==> config.mk <==
export PLATFORM = sky130hd
export DESIGN_NAME = ssf_status_flags
export DESIGN_NICKNAME = d
export VERILOG_FILES = /design/src/shared/ssf_pkg.sv /design/src/ssf_status_flags.sv /design/src/ssf_irq_sticky.sv
export SDC_FILE = /design/constraint.sdc
export NUM_CORES = 1
export LEC_CHECK = 0
export BUFFER_PORTS_ARGS = -buffer_cell sky130_fd_sc_hd__buf_2
export CAP_MARGIN = 20
export CELL_PAD_IN_SITES_DETAIL_PLACEMENT = 1
export CELL_PAD_IN_SITES_GLOBAL_PLACEMENT = 1
export CORE_ASPECT_RATIO = 0.8
export CORE_MARGIN = 5
export CORE_UTILIZATION = 36
export CTS_CLUSTER_DIAMETER = 150
export DETAILED_ROUTE_END_ITERATION = 10
export GPL_TIMING_DRIVEN = 0
export PLACE_DENSITY = 0.88
export SLEW_MARGIN = 20
export SYNTH_ARGS = -nofsm -noshare
export SYNTH_HDL_FRONTEND = slang
export SYNTH_SLANG_ARGS = --single-unit
==> constraint.sdc <==
create_clock -name clock -period 2.82 [get_ports clock]
set_input_delay 0.282 -clock clock [delete_from_list [all_inputs] [get_ports clock]]
set_output_delay 0.282 -clock clock [all_outputs]
set_load 0.01 [all_outputs]
==> src/shared/ssf_pkg.sv <==
// Package: register map, field positions, reset values and carrier types
`default_nettype none
package ssf_pkg;

    // Register byte offsets on the APB slave
    localparam logic [7:0] CTRL_OFFSET = 8'h14;
    localparam logic [7:0] STAT_OFFSET = 8'h18;
    localparam logic [7:0] BUF_OFFSET = 8'h1c;
    localparam logic [7:0] IRQ_STAT_OFFSET = 8'h20;
    localparam logic [7:0] IRQ_MASK_OFFSET = 8'h24;

    // Control register fields
    localparam int CTRL_WRITE_COLLISION_FLAG_BIT = 7;
    localparam int CTRL_OVF_BIT = 6;
    localparam int CTRL_EN_BIT = 5;
    localparam int CTRL_CKP_BIT = 4;
    localparam int CTRL_MODE_LSB = 0;
    localparam int CTRL_MODE_W = 4;

    // Status register fields
    localparam int STAT_DA_BIT = 5;
    localparam int STAT_STOP_BIT = 4;
    localparam int STAT_START_BIT = 3;
    localparam int STAT_RW_BIT = 2;
    localparam int STAT_UA_BIT = 1;
    localparam int STAT_BF_BIT = 0;

    // Interrupt status and mask fields
    localparam int IRQ_START_BIT = 0;
    localparam int IRQ_STOP_BIT = 1;
    localparam int IRQ_RX_BIT = 2;
    localparam int IRQ_WRITE_COLLISION_FLAG_BIT = 3;
    localparam int IRQ_W = 4;

    // Values after reset
    localparam logic [6:0] CTRL_RESET = 7'h00;
    localparam logic [7:0] BUF_RESET = 8'h00;
    localparam logic [IRQ_W-1:0] IRQ_RESET = 4'h0;
    localparam logic [31:0] RDATA_RESET = 32'h0000_0000;

    // Events from the shift engine, one-cycle pulses except noted levels
    typedef struct packed {
        logic cond_start;
        logic cond_stop;
        logic addr_match;
        logic addr_rw;          // Level, valid with addr_match
        logic ack_seen;
        logic byte_done;
        logic byte_is_data;     // Level, valid with byte_done
        logic rx_done;
        logic [7:0] rx_byte;    // Valid with rx_done
        logic tx_done;
        logic shift_busy;       // Level
    } ssf_evt_t;

    // Controls toward the shift engine
    typedef struct packed {
        logic port_enable_bit;
        logic clock_polarity_select;
        logic [3:0] port_mode_select;
        logic tx_load;          // One-cycle pulse
        logic [7:0] tx_byte;
    } ssf_ctl_t;

endpackage : ssf_pkg
`default_nettype wire

==> src/ssf_status_flags.sv <==
// Serial port status and control flags with APB slave and interrupt
//
// Contract
// - I2C stop seen last sets stop flag
// - I2C start seen last sets start flag
// - Capture direction bit of matching address byte
// - Direction valid until start, stop or acknowledge
// - Buffer full on completed receive, else empty
// - Buffer full while I2C transmit in progress
// - Data/address flag follows last byte kind
`timescale 1ns/100ps
`default_nettype none
module ssf_status_flags (
    input wire logic clock,                 // Core clock, 100 MHz
    input wire logic srst,                  // Sync reset, high
    input wire logic psel,                  // APB select
    input wire logic penable,               // APB enable
    input wire logic pwrite,                // APB direction
    input wire logic [7:0] paddr,           // APB byte address
    input wire logic [31:0] pwdata,         // APB write data
    output logic [31:0] prdata,             // APB read data
    output logic pready,                    // APB ready
    output logic pslverr,                   // APB error, unmapped
    input wire ssf_pkg::ssf_evt_t evt,      // Shift engine events
    output ssf_pkg::ssf_ctl_t ctl,          // Shift engine controls
    output logic irq                        // Level interrupt
);

    function automatic logic addr_hit(input logic [7:0] a, input logic [7:0] off);
        return a == off;
    endfunction : addr_hit

    // Codes with mode bit 3 set or bits 2:1 both set select I2C
    function automatic logic is_i2c_mode(input logic [3:0] m);
        return m[3] | (m[2] & m[1]);
    endfunction : is_i2c_mode

    logic setup;
    logic access;
    logic wr_acc;
    logic rd_acc;
    logic mapped;
    logic [6:0] ctrl_r;
    logic write_collision_flag_r;
    logic start_r;
    logic stop_r;
    logic rw_r;
    logic da_r;
    logic bf_r;
    logic [7:0] rx_buf_r;
    logic [7:0] tx_byte_r;
    logic tx_load_r;
    logic [31:0] prdata_r;
    logic slverr_r;
    logic enable;
    logic i2c;
    logic buf_wr;
    logic buf_rd;
    logic ctrl_wr;
    logic write_collision_flag_set;
    logic write_collision_flag_clr;
    logic tx_accept;
    logic dir_end;
    logic [7:0] ctrl_byte;
    logic [7:0] stat_byte;
    logic [ssf_pkg::IRQ_W-1:0] irq_set;
    logic [ssf_pkg::IRQ_W-1:0] irq_status;
    logic [ssf_pkg::IRQ_W-1:0] irq_mask;

    // APB phases; zero wait states, so access always completes
    assign setup = psel & ~penable;
    assign access = psel & penable;
    assign wr_acc = access & pwrite;
    assign rd_acc = access & ~pwrite;
    assign pready = 1'b1;

    assign mapped = addr_hit(paddr, ssf_pkg::CTRL_OFFSET)
                  | addr_hit(paddr, ssf_pkg::STAT_OFFSET)
                  | addr_hit(paddr, ssf_pkg::BUF_OFFSET)
                  | addr_hit(paddr, ssf_pkg::IRQ_STAT_OFFSET)
                  | addr_hit(paddr, ssf_pkg::IRQ_MASK_OFFSET);

    assign ctrl_wr = wr_acc & addr_hit(paddr, ssf_pkg::CTRL_OFFSET);
    assign buf_wr = wr_acc & addr_hit(paddr, ssf_pkg::BUF_OFFSET);
    assign buf_rd = rd_acc & addr_hit(paddr, ssf_pkg::BUF_OFFSET);

    assign enable = ctrl_r[ssf_pkg::CTRL_EN_BIT];
    assign i2c = enable & is_i2c_mode(ctrl_r[ssf_pkg::CTRL_MODE_W-1:0]);

    // Busy write is dropped, not queued, so the engine never sees it
    assign write_collision_flag_set = buf_wr & evt.shift_busy;
    assign write_collision_flag_clr = ctrl_wr & ~pwdata[ssf_pkg::CTRL_WRITE_COLLISION_FLAG_BIT];
    assign tx_accept = buf_wr & ~evt.shift_busy & enable;
    assign dir_end = evt.cond_start | evt.cond_stop | evt.ack_seen;

    // Control bits below the collision flag
    always_ff @(posedge clock) begin
        if (srst) begin
            ctrl_r <= ssf_pkg::CTRL_RESET;
        end else if (ctrl_wr) begin
            ctrl_r <= pwdata[6:0];
        end
    end

    // Collision flag: hardware only sets, set wins over software clear
    always_ff @(posedge clock) begin
        if (srst) begin
            write_collision_flag_r <= 1'b0;
        end else if (write_collision_flag_set) begin
            write_collision_flag_r <= 1'b1;
        end else if (write_collision_flag_clr) begin
            write_collision_flag_r <= 1'b0;
        end
    end

    // Last bus condition; disabling the port forgets both
    always_ff @(posedge clock) begin
        if (srst || !enable) begin
            start_r <= 1'b0;
            stop_r <= 1'b0;
        end else if (i2c && evt.cond_stop) begin
            stop_r <= 1'b1;
            start_r <= 1'b0;
        end else if (i2c && evt.cond_start) begin
            start_r <= 1'b1;
            stop_r <= 1'b0;
        end
    end

    // Direction of the last match, dropped at the next boundary
    always_ff @(posedge clock) begin
        if (srst) begin
            rw_r <= 1'b0;
        end else if (i2c && evt.addr_match) begin
            rw_r <= evt.addr_rw;
        end else if (dir_end) begin
            rw_r <= 1'b0;
        end
    end

    always_ff @(posedge clock) begin
        if (srst) begin
            da_r <= 1'b0;
        end else if (i2c && evt.byte_done) begin
            da_r <= evt.byte_is_data;
        end
    end

    // Full on receive or on an accepted I2C load; set wins over clear
    always_ff @(posedge clock) begin
        if (srst) begin
            bf_r <= 1'b0;
        end else if (evt.rx_done || (tx_accept && i2c)) begin
            bf_r <= 1'b1;
        end else if (buf_rd || (i2c && evt.tx_done)) begin
            bf_r <= 1'b0;
        end
    end

    always_ff @(posedge clock) begin
        if (srst) begin
            rx_buf_r <= ssf_pkg::BUF_RESET;
        end else if (evt.rx_done) begin
            rx_buf_r <= evt.rx_byte;
        end
    end

    always_ff @(posedge clock) begin
        if (srst) begin
            tx_byte_r <= ssf_pkg::BUF_RESET;
            tx_load_r <= 1'b0;
        end else begin
            tx_load_r <= tx_accept;
            if (tx_accept) begin
                tx_byte_r <= pwdata[7:0];
            end
        end
    end

    assign ctrl_byte = {write_collision_flag_r, ctrl_r};
    assign stat_byte = {2'b00, da_r, stop_r, start_r, rw_r, 1'b0, bf_r};

    // Read data is latched in the setup phase and stands in access
    always_ff @(posedge clock) begin
        if (srst) begin
            prdata_r <= ssf_pkg::RDATA_RESET;
            slverr_r <= 1'b0;
        end else if (setup) begin
            slverr_r <= ~mapped;
            if (pwrite || !mapped) begin
                prdata_r <= ssf_pkg::RDATA_RESET;
            end else if (addr_hit(paddr, ssf_pkg::CTRL_OFFSET)) begin
                prdata_r <= {24'h000000, ctrl_byte};
            end else if (addr_hit(paddr, ssf_pkg::STAT_OFFSET)) begin
                prdata_r <= {24'h000000, stat_byte};
            end else if (addr_hit(paddr, ssf_pkg::BUF_OFFSET)) begin
                prdata_r <= {24'h000000, rx_buf_r};
            end else if (addr_hit(paddr, ssf_pkg::IRQ_STAT_OFFSET)) begin
                prdata_r <= {28'h0000000, irq_status};
            end else begin
                prdata_r <= {28'h0000000, irq_mask};
            end
        end
    end

    assign prdata = prdata_r;
    assign pslverr = slverr_r & access;

    assign irq_set[ssf_pkg::IRQ_START_BIT] = i2c & evt.cond_start;
    assign irq_set[ssf_pkg::IRQ_STOP_BIT] = i2c & evt.cond_stop;
    assign irq_set[ssf_pkg::IRQ_RX_BIT] = evt.rx_done;
    assign irq_set[ssf_pkg::IRQ_WRITE_COLLISION_FLAG_BIT] = write_collision_flag_set;

    ssf_irq_sticky u_irq (
        .clock(clock),
        .srst(srst),
        .set_evt(irq_set),
        .clr_wr(wr_acc & addr_hit(paddr, ssf_pkg::IRQ_STAT_OFFSET)),
        .mask_wr(wr_acc & addr_hit(paddr, ssf_pkg::IRQ_MASK_OFFSET)),
        .wdata(pwdata[ssf_pkg::IRQ_W-1:0]),
        .status(irq_status),
        .mask(irq_mask),
        .irq(irq)
    );

    assign ctl.port_enable_bit = ctrl_r[ssf_pkg::CTRL_EN_BIT];
    assign ctl.clock_polarity_select = ctrl_r[ssf_pkg::CTRL_CKP_BIT];
    assign ctl.port_mode_select = ctrl_r[ssf_pkg::CTRL_MODE_W-1:0];
    assign ctl.tx_load = tx_load_r;
    assign ctl.tx_byte = tx_byte_r;
endmodule : ssf_status_flags
`default_nettype wire

==> src/ssf_irq_sticky.sv <==
// Sticky write-one-to-clear interrupt status with mask and level output
`timescale 1ns/100ps
`default_nettype none
module ssf_irq_sticky (
    input wire logic clock,                               // Core clock
    input wire logic srst,                                // Sync reset, high
    input wire logic [ssf_pkg::IRQ_W-1:0] set_evt,        // Event pulses
    input wire logic clr_wr,                              // Status write pulse
    input wire logic mask_wr,                             // Mask write pulse
    input wire logic [ssf_pkg::IRQ_W-1:0] wdata,          // Write data
    output logic [ssf_pkg::IRQ_W-1:0] status,             // Sticky status
    output logic [ssf_pkg::IRQ_W-1:0] mask,               // Enable mask
    output logic irq                                      // Level interrupt
);

    logic [ssf_pkg::IRQ_W-1:0] status_r;
    logic [ssf_pkg::IRQ_W-1:0] mask_r;
    logic [ssf_pkg::IRQ_W-1:0] clr_bits;

    assign clr_bits = clr_wr ? wdata : ssf_pkg::IRQ_RESET;

    // Set beats clear so an event in the clearing cycle survives
    always_ff @(posedge clock) begin
        if (srst) begin
            status_r <= ssf_pkg::IRQ_RESET;
        end else begin
            status_r <= (status_r & ~clr_bits) | set_evt;
        end
    end

    always_ff @(posedge clock) begin
        if (srst) begin
            mask_r <= ssf_pkg::IRQ_RESET;
        end else if (mask_wr) begin
            mask_r <= wdata;
        end
    end

    assign status = status_r;
    assign mask = mask_r;
    assign irq = |(status_r & mask_r);
endmodule : ssf_irq_sticky
`default_nettype wire

Word-level counts from Yosys, hierarchy flattened. Cells that the tools add are included.

Reductions and logical operators: 18. Bitwise gates (word level): 34. Eq/ne operators: 5. Multiplexer cells: 14.

Operator list (count): $mux W8 (4); $eq A8 B5 Y1 const B (3); $and A1 B1 Y1 (18); $eq A8 B6 Y1 const B (2); $and A4 B4 Y4 (2); $mux W1 (8); $mux W4 (2); $reduce_bool A2 Y1 (4); $or A1 B1 Y1 (7); $logic_and A1 B1 Y1 (6); $not A1 Y1 (5); $logic_or A1 B1 Y1 (4); $not A4 Y4 (1); $or A4 B4 Y4 (1); $reduce_or A4 Y1 (1); $logic_not A1 Y1 (2); $reduce_or A2 Y1 (1).

Input port bits: 63. Register bits: 71.

Logic depth before layout (Yosys ltp).
Word-level depth: 8. Mapped depth: 6. Mapped depth without buffers: 4.

Modules after synthesis. A second synthesis with hierarchy kept.

Cell total of the unflattened synthesis: 275. Area, all modules: 2362.3 um^2.

By module, submodules not included: ssf_status_flags (seq. area each 780.7 um^2, cells an instance 242, area each 2047.0 um^2, times used 1); ssf_irq_sticky (seq. area each 160.2 um^2, cells an instance 33, area each 315.3 um^2, times used 1).

Least setup slack after synthesis. Ideal clock, no wire load.

Path type: input port to flip-flop. Start: in paddr[1]. End: reg tx_byte_r[0]. Setup slack: 0.875 ns. Data arrival time: 1.813 ns. Stages: 5. Path through: or4_4 buf_6 nor4_4 mux2i_1 nor2_2.

Cells in the longest elaborated chain, start to end: 4.

RTL lines: start: declaration (RTL line ssf_status_flags.sv:19) `input wire logic [7:0] paddr,`; $eq A8 B5 Y1 (RTL line ssf_status_flags.sv:30) `return a == off;`; $and A1 B1 Y1 (RTL line ssf_status_flags.sv:84) `assign buf_wr = wr_acc & addr_hit(paddr, ssf_pkg::BUF_OFFSET);`; $and A1 B1 Y1 (2 in series) (RTL line ssf_status_flags.sv:93) `assign tx_accept = buf_wr & ~evt.shift_busy & enable;`; end signal: assignment (RTL line ssf_status_flags.sv:170) `tx_byte_r <= ssf_pkg::BUF_RESET;`; end signal: assignment (RTL line ssf_status_flags.sv:175) `tx_byte_r <= pwdata[7:0];`; end: declaration (RTL line ssf_status_flags.sv:51) `logic [7:0] tx_byte_r;`.

No other way between the ends. A chain may end at the register's enable or synchronous reset.

Final worst setup path.
Start: in paddr[1]. End: reg ctrl_r[1].

Cells in the longest elaborated chain, start to end: 2.

RTL lines: $eq A8 B5 Y1 (RTL line ssf_status_flags.sv:30); $and A1 B1 Y1 (RTL line ssf_status_flags.sv:83) `assign ctrl_wr = wr_acc & addr_hit(paddr, ssf_pkg::CTRL_OFFSET);`; end signal: assignment (RTL line ssf_status_flags.sv:99) `ctrl_r <= ssf_pkg::CTRL_RESET;`; end signal: assignment (RTL line ssf_status_flags.sv:101) `ctrl_r <= pwdata[6:0];`; end: declaration (RTL line ssf_status_flags.sv:43) `logic [6:0] ctrl_r;`.

No other way between the ends.

==> results.json <==
{
  "synth.avg_cell_area_um2": 8.94,
  "yosys_register_bits": 47,
  "final_antenna_net_count": 0,
  "cts_made_buffers": 5,
  "synthMuxAreaShare_pct": 15.3,
  "finalHoldViolCount": 0,
  "cp_max_fo": 10,
  "max_cap_violations": 0,
  "synth_xor_xnor_area_share_pct": 0,
  "synthSimpleGateAreaFrac_pct": 20.3,
  "routed_via_density": 4.91,
  "htree_num_levels": 2,
  "core_um2": 6510,
  "powerDensity_nw_per_um2": 418,
  "peakVddDrop_v": 0.000255,
  "synth_compound_area_share_pct": 12.2,
  "path_clk_slew_ns": 0.10,
  "min_period_ns": 2.15,
  "diodes": 0,
  "route.detailed.drc": 0,
  "synth_warnings": 0,
  "skew_ns": 0.00969,
  "critPathLaunch": "paddr[1]",
  "grt_pass1_wl_mm": 11.4,
  "syn_inst": 274,
  "netlist-cell-type-count": 40,
  "dr.pass1.iters": 4,
  "clkSinkCount": 47,
  "slew_violations": 0,
  "synth_top_family_by_area": "simple AND/OR/NAND/NOR gates",
  "synth-seq-area-share_pct": 38.4,
  "ys_top_cells_by_count": "dfxtp_1 (47), mux2i_1 (34), buf_4 (32), nor2_1 (32)",
  "die_area_um2": 8560,
  "synthTopCellsByArea": "dfxtp_1 (38%), mux2i_1 (14%), buf_4 (9.8%)",
  "grt_pass1_vias": 2261,
  "vias": 2205,
  "yosys.area.top_type_share_pct": 38.4,
  "grt_max_degree": 17,
  "leakage_nw": 1.41,
  "fillers": 827,
  "initial_utilization_pct": 37.6,
  "grt-ovfl-total": 0,
  "postCtsResizedCells": 0,
  "fin_crit_sh_pct": 76.1,
  "fin_setup_tns_ns": 0,
  "wl_per_cell_um": 16.0,
  "yosys.area.top_type": "dfxtp_1",
  "start_kind": "input pin",
  "drt_iter0_markers": 148,
  "wirelength_mm": 7.17,
  "async_reset_ff_share_pct": 0,
  "nets": 427,
  "post_cts_buffers": 0,
  "maxSlewHeadroom_pct": 45.5,
  "post-synth-top-count-cell": "dfxtp_1",
  "fmax_mhz": 466,
  "gr-usage-all-layers_pct": 17.2,
  "fp.dieW_um": 102,
  "root_buffer": "clkbuf_8",
  "port_buffers": 60,
  "synth_adder_area_share_pct": 0,
  "synthFlopType": "dfxtp_1",
  "setup_slack_ns": 0.675,
  "rsz0062_at_grt": "no",
  "cp-end-kind": "flop",
  "dieHeight_um": 83.8,
  "antenna_found_initial": 0,
  "final_core_util_pct": 46.6,
  "clkLatencyLatePin_ns": 0.31,
  "place_ws_ns": 0.371,
  "rows": 26,
  "criticalPathCategory": "in -> reg",
  "io_pins": 113,
  "hp-start": "evt[11]",
  "reg2reg_from": "ctrl_r[5]",
  "synthToLayoutAreaGrowth_pct": 23.9,
  "status": "completed",
  "place_hpwl_mm": 5.84,
  "syn_area_um2": 2450,
  "cp.arrival_ns": 2.34,
  "setup_viol": 0,
  "critPathRequiredTime_ns": 3.02,
  "synth_edf_count": 0,
  "hold_class": "in -> reg",
  "place_congestion": 0.903,
  "cts_tree": "yes",
  "drive_gt1_share_pct": 31.8,
  "clk_path_buf_depth": 2,
  "worst_slew_pin_slew_ns": 0.811,
  "postCtsHoldBufs": 0
}
[layout by cell type, fill, tap and decap left out, drive strengths merged, types with 3 or more instances in the layout]
master,n
o21ai,3
clkbuf,13
nor4,4
nor2,40
o31ai,5
nand3,11
nand4,3
nand2,11
a2bb2oi,3
a22oi,5
inv,10
dfxtp,47
a21boi,3
buf,97
mux2,3
nor2b,3
a21oi,11
nand2b,5
a221oi,4
conb,25
mux2i,34
[registers in the layout, summed over array words and instances (netlist names), 4 cells and up]
| register | cells |
|---|---|
| prdata | 8 |
| rx_buf_r | 8 |
| tx_byte_r | 8 |
| ctrl_r | 7 |
| u_irq.mask | 4 |
| u_irq.status | 4 |
[power breakdown]
group	switching, mW	internal, mW	total (mW)
sequential	0.00721	0.673	0.680
combinational	0.0924	0.0693	0.162
clock	0.250	0.178	0.427
[cell families after synthesis]
family          count (synthesis)
compound gates                 43
buf+inv                        54
flops                          47
mux                            37
other cells                     2
simple gates                   91
[critical path: stages]
cell and delay, ns:
buf_2 0.10, nor4_1 0.54, clkbuf_1 0.42, nand4_1 0.59
mux2i_1 0.34, nor2_1 0.06
[worst paths after layout]
path / end / slack, ns / cells after the start
max reg2reg: tx_byte_r[6] / 0.69 / 5
min: da_r / 0.20 / 3
max: ctrl_r[1] / 0.67 / 6
min reg2reg: prdata[7] / 0.46 / 2
[metrics by stage]
stage	total power [mW]	area (um2)	hold slack [ns]	std cells
2_1_floorplan	0.796	2530	0.376	297
3_3_place_gp	0.850	2940	0.440	441
3_5_place_dp	0.855	2940	0.449	441
4_1_cts	1.28	3030	0.193	449
5_1_grt	1.33	3030	0.198	449
6_report	1.27	3030	0.196	449
[final cells by class]
cell class / instances / area, um2 / share of cell area, %
Buffer: 45 / 297 / 9.78
Clock buffer: 5 / 68.8 / 2.27
Clock inverter: 3 / 23.8 / 0.784
Inverter: 9 / 33.8 / 1.11
Multi-Input combinational cell: 196 / 1260 / 41.7
Sequential cell: 47 / 941 / 31.0
Tap cell: 84 / 105 / 3.47
Timing Repair Buffer: 60 / 300 / 9.90
[per-layer routing]
layer / global-route usage [%] / up-vias / part of all wire [%]
li1: - / 1082 / -
met1: 23.2 / 1036 / 45
met2: 27.3 / 79 / 46
met3: 4.09 / 8 / 8.3
met4: 4.65 / 0 / 1.2
met5: 0 / - / 0
Note: power is estimated with default switching activity, not from simulation.
